===== src/core/frame_tracker_pkg.sv =====
// constants and types shared by the frame delimiter and shift tracker
package frame_tracker_pkg;
    // timing
    localparam int CLK_PERIOD_NS = 50;
    localparam int MS_NS = 1000000;
    localparam int MS_CYCLES = MS_NS / CLK_PERIOD_NS;
    localparam logic [6:0] IDLE_MIN_MS = 7'h01;
    localparam logic [6:0] IDLE_MAX_MS = 7'h64;

    // register byte offsets
    localparam logic [7:0] OFS_CTRL = 8'h00;
    localparam logic [7:0] OFS_MODE = 8'h04;
    localparam logic [7:0] OFS_IDLE = 8'h08;
    localparam logic [7:0] OFS_TERM = 8'h0c;
    localparam logic [7:0] OFS_SYNC = 8'h10;
    localparam logic [7:0] OFS_RELEASE = 8'h14;
    localparam logic [7:0] OFS_FLAG = 8'h18;
    localparam logic [7:0] OFS_STATUS = 8'h1c;
    // bit 7 of the address selects the defined-code mask words
    localparam int MASK_SEL_BIT = 7;

    // field positions
    localparam int CTRL_RUN_BIT = 0;
    localparam int MODE_PROTO_LSB = 0;
    localparam int MODE_CODE_LSB = 4;
    localparam int STAT_FRAME_BIT = 0;
    localparam int STAT_SHIFT_BIT = 1;
    localparam int STAT_COUNT_LSB = 16;

    // reset values
    localparam logic [6:0] RST_IDLE_MS = 7'h0a;
    localparam logic [7:0] RST_TERM = 8'h0d;
    localparam logic [7:0] RST_SYNC = 8'h32;
    localparam logic [7:0] RST_RELEASE = 8'h37;
    localparam logic [7:0] RST_FLAG = 8'h7e;

    // shift codes per code set
    localparam logic [7:0] JIS7_SI = 8'h0f;
    localparam logic [7:0] JIS7_SO = 8'h0e;
    localparam logic [7:0] BAUDOT_SI = 8'h1f;
    localparam logic [7:0] BAUDOT_SO = 8'h1b;
    localparam logic [7:0] EBCD_SI = 8'h1f;
    localparam logic [7:0] EBCD_SO = 8'h1c;

    typedef enum logic [1:0] {
        PROTO_ASYNC = 2'b00,
        PROTO_SYNC = 2'b01,
        PROTO_HDLC = 2'b10,
        PROTO_PPP = 2'b11
    } proto_t;

    typedef enum logic [3:0] {
        CODE_ASCII = 4'b0000,
        CODE_EBCDIC = 4'b0001,
        CODE_JIS7 = 4'b0010,
        CODE_JIS8 = 4'b0011,
        CODE_EBCDIK = 4'b0100,
        CODE_BAUDOT = 4'b0101,
        CODE_EBCD = 4'b0110,
        CODE_TRANSCODE = 4'b0111,
        CODE_IPARS = 4'b1000
    } code_set_t;

    typedef enum logic [0:0] {
        FR_HUNT = 1'b0,
        FR_OPEN = 1'b1
    } frame_state_t;
endpackage


===== src/core/code_mask_if.sv =====
// carrier between the tracker and its defined-code mask memory
`timescale 1ns/1ps
`default_nettype none
interface code_mask_if;
    logic wr_en;
    logic [4:0] wr_addr;
    logic [15:0] wr_data;
    logic rd_en;
    logic [4:0] rd_addr;
    logic [15:0] rd_data;
    modport owner (output wr_en, wr_addr, wr_data, rd_en, rd_addr,
                   input rd_data);
    modport mem (input wr_en, wr_addr, wr_data, rd_en, rd_addr,
                 output rd_data);
endinterface
`default_nettype wire


===== src/core/code_mask_mem.sv =====
// defined-code mask memory: one bit per code, per shift table
`timescale 1ns/1ps
`default_nettype none
module code_mask_mem (
    input wire logic clock_i,
    input wire logic rst_i,
    code_mask_if.mem bus
);
    // word = {shift table, high nibble}, bit = low nibble
    logic [15:0] mem [0:31];
    logic [15:0] rd_data;

    always_ff @(posedge clock_i) begin
        if (bus.wr_en) begin
            mem[bus.wr_addr] <= bus.wr_data;
        end
    end

    always_ff @(posedge clock_i or posedge rst_i) begin
        if (rst_i) begin
            rd_data <= 16'h0000;
        end else if (bus.rd_en) begin
            rd_data <= mem[bus.rd_addr];
        end
    end

    assign bus.rd_data = rd_data;
endmodule
`default_nettype wire


===== src/core/frame_delimiter_shift_tracker.sv =====
// frame delimiting and shift-state tracking for a captured char stream
//
// Overview of operation
// - async: close open frame after programmed idle gap of 1 to 100 ms
// - async: terminator character closes the frame, whichever end comes first
// - sync: frame opens at sync character, runs until release character
// - hdlc: data between one flag and the next flag is one frame
// - ppp: flag to flag is a frame; escape codes pass undecoded
// - codes with no table entry are flagged for hexadecimal display
// - jis7, ebcd, baudot: SI and SO codes switch between the two tables
// - run command resets shift state to shift-in before any character
// - shift-in table stays until SO; shift-out stays until SI
// - jis7: shift-in selects roman table, shift-out selects kana
//
// Chosen here: the register offsets and the strobed register port.
`timescale 1ns/1ps
`default_nettype none
module frame_delimiter_shift_tracker
    import frame_tracker_pkg::*;
#(
    parameter int MS_CYCLES_P = MS_CYCLES
) (
    input wire logic clock_i,
    input wire logic rst_i,
    input wire logic [7:0] addr_i,
    input wire logic [31:0] wdata_i,
    input wire logic wr_i,
    input wire logic rd_i,
    output logic [31:0] rdata_o,
    input wire logic char_valid_i,
    input wire logic [7:0] char_i,
    output logic frame_start_o,
    output logic frame_end_o,
    output logic in_frame_o,
    output logic shift_out_o,
    output logic out_valid_o,
    output logic [7:0] out_code_o,
    output logic out_hex_o,
    output logic out_shift_o
);
    function automatic logic [7:0] shift_code(input code_set_t cs,
                                              input logic want_so);
        logic [7:0] code;
        code = 8'h00;
        if (cs == CODE_JIS7) begin
            code = want_so ? JIS7_SO : JIS7_SI;
        end else if (cs == CODE_BAUDOT) begin
            code = want_so ? BAUDOT_SO : BAUDOT_SI;
        end else if (cs == CODE_EBCD) begin
            code = want_so ? EBCD_SO : EBCD_SI;
        end
        return code;
    endfunction

    code_mask_if mask_bus ();

    code_mask_mem u_mask (
        .clock_i(clock_i),
        .rst_i(rst_i),
        .bus(mask_bus)
    );

    logic running;
    proto_t proto;
    code_set_t code_set;
    logic [6:0] idle_gap;
    logic [7:0] term_char;
    logic [7:0] sync_char;
    logic [7:0] release_char;
    logic [7:0] flag_char;
    frame_state_t state;
    logic shift_out;
    logic data_seen;
    logic [15:0] frame_count;
    logic [31:0] ms_cnt;
    logic [6:0] idle_ms;
    logic s1_valid;
    logic [7:0] s1_code;
    logic [3:0] s1_nib;
    logic s1_shift;

    // register decode
    wire wr_mask = wr_i && addr_i[MASK_SEL_BIT];
    wire wr_ctrl = wr_i && (addr_i == OFS_CTRL);
    wire wr_mode = wr_i && (addr_i == OFS_MODE);
    wire wr_idle = wr_i && (addr_i == OFS_IDLE);
    wire run_cmd = wr_ctrl && wdata_i[CTRL_RUN_BIT];
    wire [6:0] gap_wr = wdata_i[6:0];
    wire [6:0] gap_clamped = (wdata_i[31:7] != 25'h0000000) ? IDLE_MAX_MS :
        (gap_wr < IDLE_MIN_MS) ? IDLE_MIN_MS :
        (gap_wr > IDLE_MAX_MS) ? IDLE_MAX_MS : gap_wr;

    wire [31:0] status_word = {frame_count, 14'h0000, shift_out,
                               (state == FR_OPEN)};
    wire [31:0] rd_word =
        (addr_i == OFS_CTRL) ? {31'h00000000, running} :
        (addr_i == OFS_MODE) ? {24'h000000, code_set, 2'h0, proto} :
        (addr_i == OFS_IDLE) ? {25'h0000000, idle_gap} :
        (addr_i == OFS_TERM) ? {24'h000000, term_char} :
        (addr_i == OFS_SYNC) ? {24'h000000, sync_char} :
        (addr_i == OFS_RELEASE) ? {24'h000000, release_char} :
        (addr_i == OFS_FLAG) ? {24'h000000, flag_char} :
        (addr_i == OFS_STATUS) ? status_word : 32'h00000000;

    // character classification
    // any control write wins over a character arriving in the same cycle
    wire take = char_valid_i && running && !wr_ctrl;
    wire is_term = char_i == term_char;
    wire is_sync = char_i == sync_char;
    wire is_release = char_i == release_char;
    // escape codes get no special treatment: only the flag delimits
    wire is_flag = char_i == flag_char;
    wire shift_set = (code_set == CODE_JIS7) || (code_set == CODE_BAUDOT) ||
                     (code_set == CODE_EBCD);
    wire is_si = shift_set && (char_i == shift_code(code_set, 1'b0));
    wire is_so = shift_set && (char_i == shift_code(code_set, 1'b1));
    wire is_open = state == FR_OPEN;
    wire flag_mode = (proto == PROTO_HDLC) || (proto == PROTO_PPP);

    // frame start and end decisions
    wire idle_end = (proto == PROTO_ASYNC) && is_open && !take &&
                    (idle_ms >= idle_gap);
    wire async_start = (proto == PROTO_ASYNC) && take && !is_open;
    wire async_end = (proto == PROTO_ASYNC) && take && is_term;
    wire sync_start = (proto == PROTO_SYNC) && take && !is_open &&
                      is_sync;
    wire sync_end = (proto == PROTO_SYNC) && take && is_open &&
                    is_release;
    wire flag_start = flag_mode && take && is_open && !is_flag &&
                      !data_seen;
    wire flag_end = flag_mode && take && is_open && is_flag &&
                    data_seen;
    wire start_evt = async_start || sync_start || flag_start;
    wire end_evt = idle_end || async_end || sync_end || flag_end;

    wire next_open_async = async_end ? 1'b0 : (async_start || is_open);
    wire next_open_sync = sync_end ? 1'b0 : (sync_start || is_open);
    // a flag both closes one frame and opens the next
    wire next_open_flag = (take && is_flag) || is_open;
    wire next_open = (proto == PROTO_ASYNC) ? (next_open_async && !idle_end) :
                     (proto == PROTO_SYNC) ? next_open_sync : next_open_flag;
    wire next_data_seen = (take && is_flag) ? 1'b0 :
                          (take && is_open) ? 1'b1 : data_seen;
    wire next_shift = is_si ? 1'b0 : is_so ? 1'b1 : shift_out;
    wire ms_wrap = ms_cnt == 32'(MS_CYCLES_P - 1);

    // configuration registers
    always_ff @(posedge clock_i or posedge rst_i) begin
        if (rst_i) begin
            proto <= PROTO_ASYNC;
            code_set <= CODE_ASCII;
            idle_gap <= RST_IDLE_MS;
        end else begin
            if (wr_mode) begin
                proto <= proto_t'(wdata_i[MODE_PROTO_LSB +: 2]);
                code_set <= code_set_t'(wdata_i[MODE_CODE_LSB +: 4]);
            end
            if (wr_idle) begin
                idle_gap <= gap_clamped;
            end
        end
    end

    always_ff @(posedge clock_i or posedge rst_i) begin
        if (rst_i) begin
            term_char <= RST_TERM;
            sync_char <= RST_SYNC;
            release_char <= RST_RELEASE;
            flag_char <= RST_FLAG;
        end else if (wr_i) begin
            if (addr_i == OFS_TERM) begin
                term_char <= wdata_i[7:0];
            end else if (addr_i == OFS_SYNC) begin
                sync_char <= wdata_i[7:0];
            end else if (addr_i == OFS_RELEASE) begin
                release_char <= wdata_i[7:0];
            end else if (addr_i == OFS_FLAG) begin
                flag_char <= wdata_i[7:0];
            end
        end
    end

    // frame and shift state; run restarts everything
    always_ff @(posedge clock_i or posedge rst_i) begin
        if (rst_i) begin
            running <= 1'b0;
            state <= FR_HUNT;
            shift_out <= 1'b0;
            data_seen <= 1'b0;
            frame_count <= 16'h0000;
        end else if (wr_ctrl) begin
            running <= wdata_i[CTRL_RUN_BIT];
            state <= FR_HUNT;
            shift_out <= 1'b0;
            data_seen <= 1'b0;
            if (run_cmd) begin
                frame_count <= 16'h0000;
            end
        end else if (running) begin
            state <= next_open ? FR_OPEN : FR_HUNT;
            data_seen <= next_data_seen;
            if (take) begin
                shift_out <= next_shift;
            end
            if (end_evt) begin
                frame_count <= frame_count + 16'h0001;
            end
        end
    end

    // idle gap timer restarts at the end of each received character
    always_ff @(posedge clock_i or posedge rst_i) begin
        if (rst_i) begin
            ms_cnt <= 32'h00000000;
            idle_ms <= 7'h00;
        end else if (take || !is_open || wr_ctrl) begin
            ms_cnt <= 32'h00000000;
            idle_ms <= 7'h00;
        end else if (idle_ms != IDLE_MAX_MS) begin
            ms_cnt <= ms_wrap ? 32'h00000000 : ms_cnt + 32'h00000001;
            if (ms_wrap) begin
                idle_ms <= idle_ms + 7'h01;
            end
        end
    end

    // mask lookup: table half follows the shift state in force
    assign mask_bus.wr_en = wr_mask;
    assign mask_bus.wr_addr = addr_i[6:2];
    assign mask_bus.wr_data = wdata_i[15:0];
    assign mask_bus.rd_en = take;
    assign mask_bus.rd_addr = {shift_out, char_i[7:4]};

    always_ff @(posedge clock_i or posedge rst_i) begin
        if (rst_i) begin
            s1_valid <= 1'b0;
            s1_code <= 8'h00;
            s1_nib <= 4'h0;
            s1_shift <= 1'b0;
        end else begin
            s1_valid <= take;
            if (take) begin
                s1_code <= char_i;
                s1_nib <= char_i[3:0];
                s1_shift <= shift_out;
            end
        end
    end

    // outputs
    always_ff @(posedge clock_i or posedge rst_i) begin
        if (rst_i) begin
            out_valid_o <= 1'b0;
            out_code_o <= 8'h00;
            out_hex_o <= 1'b0;
            out_shift_o <= 1'b0;
        end else begin
            out_valid_o <= s1_valid;
            out_code_o <= s1_code;
            out_hex_o <= s1_valid && !mask_bus.rd_data[s1_nib];
            out_shift_o <= s1_shift;
        end
    end

    always_ff @(posedge clock_i or posedge rst_i) begin
        if (rst_i) begin
            frame_start_o <= 1'b0;
            frame_end_o <= 1'b0;
            in_frame_o <= 1'b0;
            shift_out_o <= 1'b0;
            rdata_o <= 32'h00000000;
        end else begin
            frame_start_o <= start_evt && running && !wr_ctrl;
            frame_end_o <= end_evt && running && !wr_ctrl;
            in_frame_o <= (state == FR_OPEN);
            shift_out_o <= shift_out;
            // read data stand only in the cycle after the strobe
            rdata_o <= rd_i ? rd_word : 32'h00000000;
        end
    end
endmodule
`default_nettype wire


===== config.mk =====
export PLATFORM = sky130hd
export DESIGN_NAME = frame_delimiter_shift_tracker
export DESIGN_NICKNAME = d
export VERILOG_FILES = /design/src/core/frame_tracker_pkg.sv /design/src/core/code_mask_if.sv /design/src/core/code_mask_mem.sv /design/src/core/frame_delimiter_shift_tracker.sv
export SDC_FILE = /design/constraint.sdc
export NUM_CORES = 1
export LEC_CHECK = 0
export ABC_AREA = 1
export BUFFER_PORTS_ARGS = -buffer_cell sky130_fd_sc_hd__buf_4
export CAP_MARGIN = 10
export CELL_PAD_IN_SITES_DETAIL_PLACEMENT = 0
export CELL_PAD_IN_SITES_GLOBAL_PLACEMENT = 1
export CORE_UTILIZATION = 45
export DETAILED_ROUTE_END_ITERATION = 16
export PLACE_DENSITY_LB_ADDON = 0.1
export SLEW_MARGIN = 20
export SYNTH_ARGS = -nofsm -noshare
export SYNTH_HDL_FRONTEND = slang
export SYNTH_SLANG_ARGS = --single-unit

===== constraint.sdc =====
create_clock -name clock_i -period 5.4 [get_ports clock_i]
set_input_delay 0.54 -clock clock_i [delete_from_list [all_inputs] [get_ports clock_i]]
set_output_delay 0.54 -clock clock_i [all_outputs]
set_load 0.02 [all_outputs]

==> Yosys cells after proc, flatten, opt, wreduce, memory -nomap -nowiden <==
Memory sizes are Yosys's and may differ from the RTL's. A register that Yosys moved wholly into a read port is not among the register bits.
Index checks and enable logic that the tools add are counted.
{ "op_classes": {"n_addsub": 3, "order_cmp": 4, "n_eq_ne": 22, "n_reduce_logical": 72, "mux": 48, "bitwise_logic": 3} }
{ "ops": {"columns": ["cell", "n"], "rows": [
  ["$mux W32", 12],
  ["$mux W16", 4],
  ["$eq A8 B8 Y1", 6],
  ["$mux W7", 6],
  ["$logic_and A1 B1 Y1", 34],
  ["$add A32 B1 Y32 const B", 1],
  ["$eq A32 B15 Y1 const B", 1],
  ["$eq A8 B5 Y1 const B", 4],
  ["$reduce_bool A25 Y1", 1],
  ["$mux W5", 4],
  ["$mux W1", 19],
  ["$add A16 B1 Y16 const B", 1],
  ["$eq A8 B4 Y1 const B", 2],
  ["$mux W8", 2],
  ["$logic_or A1 B1 Y1", 13],
  ["$reduce_bool A2 Y1", 5],
  ["$reduce_and A3 Y1", 3],
  ["$eq A4 B3 Y1 const B", 2],
  ["$eq A8 B3 Y1 const B", 1],
  ["$logic_not A8 Y1", 1],
  ["$add A7 B1 Y7 const B", 1],
  ["$ge A7 B7 Y1", 1],
  ["$gt A7 B7 Y1 const B", 1],
  ["$logic_not A1 Y1", 7],
  ["14 further kinds", 20]
]} }
{ "totals": {"output_inout_bits": 47, "register_bits": 165, "ram_bits": 512, "memories": 1} }
{ "mem_list": {"columns": ["memory", "depth", "width", "read_ports", "rd_ports_with_merged_regs", "wr", "line_no", "text"], "rows": [
  ["u_mask.mem", 32, 16, 1, 1, 1, "code_mask_mem.sv:10", "logic [15:0] mem [0:31];"]
]} }

==> Logic depth before layout (Yosys ltp) <==
Gate-level depths: netlist of the first run.
{ "logic_depth": {"depth_word": 14, "depth_mapped": 15, "mapped_depth_nobuf": 14} }

==> By module <==
A second synthesis of the first run with hierarchy kept.
{ "hier_totals": {"cells_unflattened": 2906, "hier_area_um2": 29986.3} }
{ "modules_own_cells": {"columns": ["module", "area_each_um2", "seq_area_each_um2", "cells_per_inst", "instances"], "rows": [
  ["code_mask_mem", 21494.4, 15775.1, 1799, 1],
  ["frame_delimiter_shift_tracker", 8491.9, 3852.4, 1107, 1]
]} }

==> Least setup slack after synthesis of the first run <==
Ideal clock, no wire load.
{ "synth_timing": {"path_type": "input to register", "startpoint": "input addr_i[5]", "endpoint": "memory u_mask.mem[0][0] (enable)", "stages": 4, "setup_ns": 0.388, "slack_ns": 3.406, "t_required_ns": 5.012, "arrival_time_ns": 1.606, "path_buffers": 1, "cell_sequence": "buf_6 nor2_1 nand2_1 nor2_1"} }
{ "synth_rtl": {"columns": ["item", "line_no", "text"], "rows": [
  ["start, declared", "frame_delimiter_shift_tracker.sv:25", "input wire logic [7:0] addr_i,"],
  ["end, declared", "code_mask_mem.sv:10", null]
]} }
Straight into the memory's write port.

==> Final worst setup path of the first run <==
{ "layout_timing": {"startpoint": "input char_i[5]", "endpoint": "register frame_count[3]"} }
{ "layout_via": {"elab_chain_cells": 7} }
{ "layout_lines": {"columns": ["item", "line_no", "text"], "rows": [
  ["start, declared", "frame_delimiter_shift_tracker.sv:31", "input wire logic [7:0] char_i,"],
  ["$eq A8 B8 Y1", "frame_delimiter_shift_tracker.sv:108", "wire is_term = char_i == term_char;"],
  ["$logic_and A1 B1 Y1", "frame_delimiter_shift_tracker.sv:124", "wire async_end = (proto == PROTO_ASYNC) && take && is_term;"],
  ["$logic_or A1 B1 Y1 (2 in series)", "frame_delimiter_shift_tracker.sv:134", "wire end_evt = idle_end || async_end || sync_end || flag_end;"],
  ["$logic_or A1 B1 Y1 (*)", "frame_delimiter_shift_tracker.sv:134", null],
  ["$reduce_bool A2 Y1 (no line) (*)", null, null],
  ["$reduce_and A3 Y1 (no line) (*)", null, null],
  ["end signal, assigned", "frame_delimiter_shift_tracker.sv:206", "frame_count <= frame_count + 16'h0001;"],
  ["end, declared", "frame_delimiter_shift_tracker.sv:74", "logic [15:0] frame_count;"]
]} }
Every way passes the cells marked *; elsewhere a longest branch is shown, timed or not.
A chain may end at the register's enable or synchronous reset.

==> results of run 1 <==
-- power breakdown --
group	switching (mW)	leakage, nW	internal [mW]
registers	0.0684	6.79	5.73
logic	0.549	3.85	0.199
clock network	2.09	1.18	2.95
total	2.70	11.8	8.88
-- state kept, by name, indices dropped and copies added (netlist names), 2 cells and up --
signal / cells
u_mask.mem: 512
ms_cnt: 32
rdata_o: 24
frame_count: 16
u_mask.bus.rd_data: 16
flag_char: 8
out_code_o: 8
release_char: 8
s1_code: 8
sync_char: 8
term_char: 8
idle_gap: 7
idle_ms: 7
code_set: 4
proto: 2
-- cell usage after synthesis (2+ instances only) --
library cell,instances
buf_2,34
nand3b_1,2
clkbuf_1,88
nor3b_1,3
a22o_1,2
inv_1,125
nand2_2,5
nand3_1,118
buf_1,7
dfstp_2,19
nand4_1,29
nor4_1,16
nor3_1,31
nor2_2,5
nor2_4,7
clkinv_1,2
dfrtp_1,150
a211oi_1,3
o21ai_0,337
o2111ai_1,3
a221oi_1,2
a21oi_1,38
o211ai_1,37
xor2_1,26
o31ai_1,9
edfxtp_1,512
or2_2,2
nor2_8,2
buf_6,5
a22oi_1,2
nand2_1,387
nand2_4,4
nor2_1,467
ha_1,11
buf_4,12
o21ai_1,9
o32ai_1,3
inv_2,6
nor3_2,6
o22ai_1,86
xnor2_1,17
o221ai_1,30
-- per-stage QoR --
step                power (mW)  instance area, um2  util (%)
floorplan                 6.31               29200         -
global placement          6.64               30600      48.2
detailed placement        6.65               30600      48.2
CTS                       11.7               33000      52.0
global route              11.9               33100      52.0
finish                    11.6               33100      52.0
-- worst min path at each step --
stage                     slack, ps  cells past startpoint             to
final                           120                      2    rdata_o[30]
after global routing            200                      2    rdata_o[18]
after CTS                       150                      2     s1_code[7]
after detailed placement        370                      0  out_code_o[5]
after global placement          370                      0  out_code_o[5]
after floorplan                 350                      0  out_code_o[0]
-- cells in the final DEF, fill, tap and decap left out, types with 19 or more instances in the layout --
cell,Yosys,routed
o22ai_1,86,86
nor3_1,31,31
nor2_1,467,455
dfrtp_1,150,150
inv_1,125,123
o221ai_1,30,30
o211ai_1,37,37
nand3_1,118,118
nand4_1,29,29
dfstp_2,19,19
xor2_1,26,26
a21oi_1,38,38
o21ai_0,337,337
nand2_1,387,387
buf_4,12,130
clkbuf_16,0,81
edfxtp_1,512,512
-- worst register-to-register path, delay by kind of cell, from the launching register on --
kind | cells | cell delay (ps)
xor gates and xnor gates | 1 | 170
DFF | 1 | 400
buffers and inverters | 1 | 200
and+or+nand+nor | 5 | 2030
-- layer usage --
layer	up-vias	share of wire (%)	track usage [%]
met5	-	0.031	0
met3	138	6.5	3.77
met4	4	2.7	7.94
met2	763	45	39.1
met1	10200	46	38.2
li1	9541	-	-
-- area by class of cell --
type / instances / area (um2)
timing repair buffer: 133 / 1030
clock inverter: 36 / 293
fill: 5662 / 30500
tap: 846 / 1060
sequential: 681 / 19600
clock buffer: 100 / 2120
inverter: 133 / 513
multi-input combinational: 1714 / 8430
-- cells by family (layout without fill, tap and decap cells) --
logic type,count (synthesis),count (layout),share of synthesized area [%]
other cells,1,8,0.0129
flops,681,681,67.3
buf+inv,279,402,4.02
mux,1,1,0.0343
fa+ha+maj,11,11,0.472
simple gates,1086,1086,15.8
compound gates,565,565,11.1
xor+xnor,43,43,1.29
==> impl_metrics.tcl, run 1 <==
set metrics [dict create \
    synth.area.top_cells "edfxtp_1 53%, dfrtp_1 13%, nor2_1 6.0%, o21ai_0 5.8%, nand2_1 5.0%" \
    coreArea_um2 63500 \
    synth_top_cell_by_area "edfxtp_1" \
    slowest_stage "clkinv_2" \
    place.gp.congestion 0.901 \
    diodes 0 \
    synth_cells 2667 \
    post_drt_via_cell_ratio 5.66 \
    cp-startpoint "char_i[5]" \
    period_share_pct 55.0 \
    netlist.area_leader.share_pct 52.8 \
    grt_pass1_vias 19600 \
    rr_worst_depth 7 \
    numCtsBuffers 75 \
    rows 92 \
    vias 20600 \
    path_buf_inv 2 \
    drtPass1Iterations 5 \
    cp.depth 12 \
    timing.rr.start "running" \
    final.setup.worst_slack_ps 2430 \
    cts_root_buffer "clkbuf_16" \
    crit_required_ps 5880 \
    end_kind "flop" \
    ir_drop_mv 0.257 \
    cts_buffer_depth 3 \
    grt_pass1_wl_um 127000 \
    cpPeakStageDelay_ps 880 \
    avgRoutedWirePerCell_um 23.2 \
    drc_errors 0 \
    grt_max_degree 153 \
    htree_levels 3 \
    min_path_type "in2async" \
    grt.overflow.total 0 \
    worstMarginPinSlew_ps 1100 \
    ys.flop_type "edfxtp_1" \
    critPathTopFamily "buffers and inverters" \
    syn_area_per_cell_um2 10.9 \
    maxCapViolations 0 \
    crit_type "in2reg" \
    ys_warn_count 0 \
    tns_ps 0 \
    yosysUniqueCellTypes 50 \
    placedCellCount 3507 \
    synth_seq_cells 681 \
    grt_setup_unrepaired "no" \
    setup_viol 0 \
    leakagePower_nw 11.8 \
    finalCriticalPeriod_ps 2970 \
    grt_usage_pct 25.7 \
    insertion_delay_ps 610 \
    routed_wl_um 84700 \
    path_clk_slew_ps 60 \
    antenna_found_initial 2 \
    power_density_nw_per_um2 350 \
    worst_path_most_repeated_cell "nor2_1" \
    max-slew-margin-rel_pct 26.5 \
    dieWidth_um 256 \
    cp.arrival_ps 3450 \
    instances_no_fill 3643 \
    startpoint_type "input port" \
    slew_violations 0 \
    setup.worst_path.end "frame_count[3]" \
    drt_iter0_drc 2176 \
    cts_resized 0 \
    hold_viol_final 0 \
    io_pins 100 \
    initial_core_util_pct 45.9 \
    synth_edf_count 512 \
    clock_skew_ps 15.6 \
    outcome "complete, no violations" \
    area_delta_synth_final_pct 13.5 \
    fmax_ghz 0.337 \
    reg2reg_slack_ps 2480 \
    die-area_um2 65800 \
    ys_seq_area_share_pct 67.3 \
    final_nets 2802 \
    timing.rr.end "ms_cnt[10]" \
    async_reset_ff_share_pct 24.8 \
    clkSinkCount 681 \
    die_y_um 256 \
    cts_setup_buffers 0 \
    io_buffers 91 \
    cts_tree "done" \
    dp_slack_ps 1790 \
    cts_hold_buf 0 \
    cp_cell_sequence "buf_4 -> clkinv_2 -> nor2_1 -> nor3_1 -> nand3_1 -> nor2_1 -> nor2_1 -> nand2_2 -> nand2_4 -> nand2_4 -> nand2_1 -> nand2_1" \
    whs_ps 124 \
    drive_gt1_share_pct 11.3 \
    crit_fanout 78 \
    syn_area_um2 29100 \
    ant_nets 0 \
    hpwl_um 51200 \
]
(Power assumes the default switching activity.)
==> run 2, diff against run 1 <==
==> constraint.sdc (replaced) <==
create_clock -name clock_i -period 2.5 [get_ports clock_i]
set_input_delay 0.25 -clock clock_i [delete_from_list [all_inputs] [get_ports clock_i]]
set_output_delay 0.25 -clock clock_i [all_outputs]
set_load 0.02 [all_outputs]
==> impl_metrics.tcl, run 2 (synthesis gave the netlist of run 1 again) <==
set metrics [dict create \
    outcome "complete, no violations" \
    drt_iter0_drc 1985 \
    p_sw_share_pct 23.5 \
    cts_setup_buffers 0 \
    htree_levels 3 \
    cp.arrival_ps 2720 \
    timing.rr.start "idle_ms[0]" \
    largestRegisters "u_mask.mem (512), ms_cnt (32), rdata_o (24)" \
    ir_drop_mv 0.560 \
    die-area_um2 65800 \
    hold_path.startpoint "char_i[2]" \
    end_kind "flop" \
    min_path_type "in2reg" \
    instances_no_fill 3719 \
    area_delta_synth_final_pct 15.5 \
    final_nets 2878 \
    worstMarginPinSlew_ps 786 \
    crit_fanout 17 \
    maxCapViolations 0 \
    place.gp.congestion 0.914 \
    cp_cell_sequence "inv_1 -> ha_1 -> nand3_1 -> nor2_1 -> inv_1 -> nor2_8 -> nor2_8 -> nand2_1 -> o21ai_0" \
    hold_path_end "s1_code[2]" \
    clkSinkCount 681 \
    clock_skew_ps 20.8 \
    placedCellCount 3579 \
    combinationalPowerShare_pct 7.1 \
    cts_buffer_depth 3 \
    grt_pass1_vias 20000 \
    drive_gt1_share_pct 12.8 \
    reg2reg_slack_ps 260 \
    drtPass1Iterations 6 \
    p_int_mw 18.9 \
    timing.rr.end "idle_ms[3]" \
    leakagePower_nw 12.2 \
    final_common_cell "edfxtp_1" \
    setup_viol 0 \
    routed_wl_um 86900 \
    final_cell_mix "512 x edfxtp_1, 462 x nor2_1, 387 x nand2_1" \
    rr_worst_depth 9 \
    finalCriticalPeriod_ps 2240 \
    whs_ps 66.6 \
    die_y_um 256 \
    power_frac_clock_pct 42.3 \
    max-slew-margin-rel_pct 47.5 \
    cts_root_buffer "clkbuf_16" \
    p_switching_mw 5.82 \
    total_power_mw 24.7 \
    post_drt_via_cell_ratio 5.66 \
    crit_required_ps 2990 \
    hpwl_um 55800 \
    cpPeakStageDelay_ps 390 \
    utilization_pct 53.0 \
    slew_violations 0 \
    grt_usage_pct 26.3 \
    ant_nets 0 \
    io_buffers 91 \
    rows 92 \
    crit_type "reg2reg" \
    cts_tree "done" \
    avgRoutedWirePerCell_um 23.4 \
    grt.overflow.total 0 \
    power_density_nw_per_um2 735 \
    startpoint_type "flop" \
    grt_max_degree 111 \
    path_buf_inv 2 \
    largest_register_ffs 512 \
    holdPathStages 3 \
    initial_core_util_pct 45.9 \
    seqPwrFrac_pct 50.6 \
    vias 21100 \
    grt_setup_unrepaired "no" \
    grt_pass1_wl_um 129000 \
    critPathTopFamily "simple AND/OR/NAND/NOR gates" \
    coreArea_um2 63500 \
    tns_ps 0 \
    fmax_ghz 0.447 \
    drc_errors 0 \
    period_share_pct 89.4 \
    path_clk_slew_ps 60 \
    cts_resized 0 \
    slowest_stage "dfrtp_1" \
    top_register "u_mask.mem" \
    dieWidth_um 256 \
    insertion_delay_ps 630 \
    antenna_found_initial 1 \
    numCtsBuffers 75 \
    hold_viol_final 0 \
    io_pins 100 \
]
## run 2: metrics by stage
step | worst slack [ps] | area [um2]
final | 265 | 33700
after global routing | 51.7 | 33600
after CTS | 163 | 33600
after detailed placement | 189 | 31300
after global placement | 243 | 31300
after floorplan | 111 | 29200
## run 2: cell type report
type	count	area, um2
fill	5650	29900
antenna	2	5.00
clock inverter	19	148
multi-input combinational	1715	8400
timing repair buffer	208	1750
tap	846	1060
clock buffer	115	2150
inverter	133	509
sequential	681	19600
## run 2: worst register-to-register path, cell delays in order (launching register included)
cell and delay (ps):
dfrtp_1 390, inv_1 150, ha_1 170, nand3_1 70, nor2_1 260, inv_1 380
nor2_8 390, nor2_8 140, nand2_1 80, o21ai_0 70
## run 2: per-layer routing
| metal | up-vias | track usage (%) | wire, um |
|---|---|---|---|
| met5 | - | 0 | 0 |
| met4 | 0 | 7.08 | 1900 |
| met3 | 118 | 2.92 | 5020 |
| met2 | 700 | 41.9 | 40900 |
| met1 | 10600 | 38.4 | 39100 |
| li1 | 9688 | - | - |
## run 2: power groups by stage
| stage | Combinational (mW) | Clock [mW] | Sequential, mW |
|---|---|---|---|
| floorplan | 0.919 | 0 | 12.7 |
| global placement | 1.74 | 0 | 12.7 |
| detailed placement | 1.75 | 0 | 12.7 |
| CTS | 1.76 | 10.6 | 12.5 |
| global route | 1.91 | 11.1 | 12.5 |
| finish | 1.76 | 10.5 | 12.5 |
## run 2: timing repair
action                     in CTS  in global routing
hold endpoints to repair       31                  0
hold buffers                    3                  0
setup endpoints to repair       0                  6
## run 2: worst max path at each step
stage                  end        from  depth (start not counted)
2_1_floorplan  code_set[0]       rst_i                          1
3_3_place_gp   idle_gap[4]   addr_i[1]                         10
3_5_place_dp    idle_ms[3]  idle_ms[0]                          9
4_1_cts         idle_ms[3]  idle_ms[0]                          9
5_1_grt         idle_ms[3]  idle_ms[0]                          9
6_report        idle_ms[3]  idle_ms[0]                          9
==> run 3, diff against run 2 <==
--- a/config.mk
+++ b/config.mk
@@ -6,11 +6,12 @@
 export NUM_CORES = 1
 export LEC_CHECK = 0
 export ABC_AREA = 1
-export BUFFER_PORTS_ARGS = -buffer_cell sky130_fd_sc_hd__buf_4
+export BUFFER_PORTS_ARGS = -buffer_cell sky130_fd_sc_hd__buf_2
 export CAP_MARGIN = 10
 export CELL_PAD_IN_SITES_DETAIL_PLACEMENT = 0
 export CELL_PAD_IN_SITES_GLOBAL_PLACEMENT = 1
-export CORE_UTILIZATION = 45
+export CORE_UTILIZATION = 47
+export CTS_BUF_LIST = sky130_fd_sc_hd__clkbuf_8
 export DETAILED_ROUTE_END_ITERATION = 16
 export PLACE_DENSITY_LB_ADDON = 0.1
 export SLEW_MARGIN = 20
==> impl_metrics.tcl, run 3 (synthesis gave the netlist of run 1 again) <==
set metrics [dict create \
    min_path_type "in2reg" \
    worst_path_most_repeated_cell "nand2_1" \
    slew_violations 0 \
    startpoint_type "flop" \
    cts_root_buffer "clkbuf_8" \
    die_y_um 251 \
    dieWidth_um 251 \
    cp.depth 14 \
    hpwl_um 55400 \
    drt_iter0_drc 2100 \
    fill_cells 5294 \
    final_common_cell "edfxtp_1" \
    period_share_pct 89.0 \
    vias 21300 \
    grt_setup_unrepaired "no" \
    drtPass1Iterations 5 \
    rr_worst_depth 14 \
    fmax_ghz 0.449 \
    htree_levels 3 \
    clock_skew_ps 23.8 \
    ant_nets 0 \
    ir_drop_mv 0.405 \
    io_pins 100 \
    worstMarginPinSlew_ps 1020 \
    insertion_delay_ps 720 \
    hold_viol_final 0 \
    largest_register_ffs 512 \
    initial_core_util_pct 47.9 \
    top_register "u_mask.mem" \
    place.gp.congestion 0.934 \
    antenna_found_initial 3 \
    coreArea_um2 60800 \
    critPathTopFamily "simple AND/OR/NAND/NOR gates" \
    crit_type "reg2reg" \
    crit_fanout 18 \
    setup_viol 0 \
    leakagePower_nw 12.4 \
    final_nets 2927 \
    grt_pass1_wl_um 128000 \
    slowest_stage "dfstp_2" \
    final_cell_mix "512 x edfxtp_1, 464 x nor2_1, 387 x nand2_1" \
    drive_gt1_share_pct 14.3 \
    outcome "complete, no violations" \
    grt_max_degree 84 \
    grt.overflow.total 0 \
    drc_errors 0 \
    cp.arrival_ps 2830 \
    grt_pass1_vias 20300 \
    multi_input_area_um2 8400 \
    total_power_mw 23.6 \
    seq_area_um2 19600 \
    holdPathStages 3 \
    crit_required_ps 3110 \
    cts_tree "done" \
    clkSinkCount 681 \
    routed_wl_um 85200 \
    die-area_um2 63000 \
    largestRegisters "u_mask.mem (512), ms_cnt (32), rdata_o (24)" \
    rows 90 \
    end_kind "flop" \
    cpPeakStageDelay_ps 570 \
    cts_buffer_depth 3 \
    path_buf_inv 1 \
    area_delta_synth_final_pct 14.6 \
    power_density_nw_per_um2 706 \
    max-slew-margin-rel_pct 31.9 \
    cp_cell_sequence "inv_1 -> ha_1 -> nand3b_1 -> nand2_1 -> nand2_1 -> nand2_1 -> nor2_1 -> nor2_1 -> nor2_1 -> nand2_2 -> nand2_8 -> nand2_4 -> nand2_1 -> nand2_1" \
    numCtsBuffers 111 \
    grt_usage_pct 27.1 \
    path_clk_slew_ps 60 \
    avgRoutedWirePerCell_um 22.8 \
    whs_ps 73.7 \
    finalCriticalPeriod_ps 2230 \
    io_buffers 91 \
    maxCapViolations 0 \
    post_drt_via_cell_ratio 5.68 \
]
## run 3: final timing paths
path	from	end	slack (ps)
min reg2reg	s1_code[5]	out_code_o[5]	380
max reg2reg	idle_gap[1]	frame_count[2]	270
max	idle_gap[1]	frame_count[2]	270
max in group asynchronous	rst_i	ms_cnt[30]	1830
min in group asynchronous	rst_i	term_char[7]	200
min	char_i[7]	s1_code[7]	70
## run 3: tightest hold or removal path, cell delays in order
cell,delay (ps)
buf_2,140
inv_1,170
o21ai_0,150
## run 3: per-layer routing
layer / routed length, um / global-route usage, %
met1: 38500 / 39.6
met2: 39200 / 42.1
met3: 4890 / 3.72
met4: 2430 / 8.69
met5: 50 / 0
## run 3: timing repair
| item | CTS | global route |
|---|---|---|
| hold endpoints to repair | 190 | 0 |
| hold buffers | 11 | 0 |
| gates resized for setup | 0 | 1 |
| setup endpoints to repair | 0 | 2 |
| setup buffers | 0 | 0 |
## run 3: power by group
part,internal (mW),total [mW],switching [mW]
clock network,4.89,9.33,4.44
logic,0.496,1.74,1.25
registers,12.4,12.5,0.129
total,17.8,23.6,5.82
## run 3: cell type report
type                    count  area share, %
diodes                      2         0.0150
clock buffers             132           5.44
clock inverters            76           1.05
inverters                 133           1.53
multi-input cells        1714           25.2
flip-flops and latches    681           58.8
well taps                 782           2.93
repair buffers            222           5.09
## run 3: metrics by stage
stage	std cells	cell area [um2]	setup slack [ps]	setup TNS, ps	util [%]
2_1_floorplan	2674	29200	111	0	-
3_3_place_gp	3521	31100	-5.86	-5.86	51.1
3_5_place_dp	3521	31100	3.20	0	51.1
4_1_cts	3740	33400	205	0	54.9
5_1_grt	3742	33400	52.0	0	54.9
6_report	3742	33400	274	0	54.9
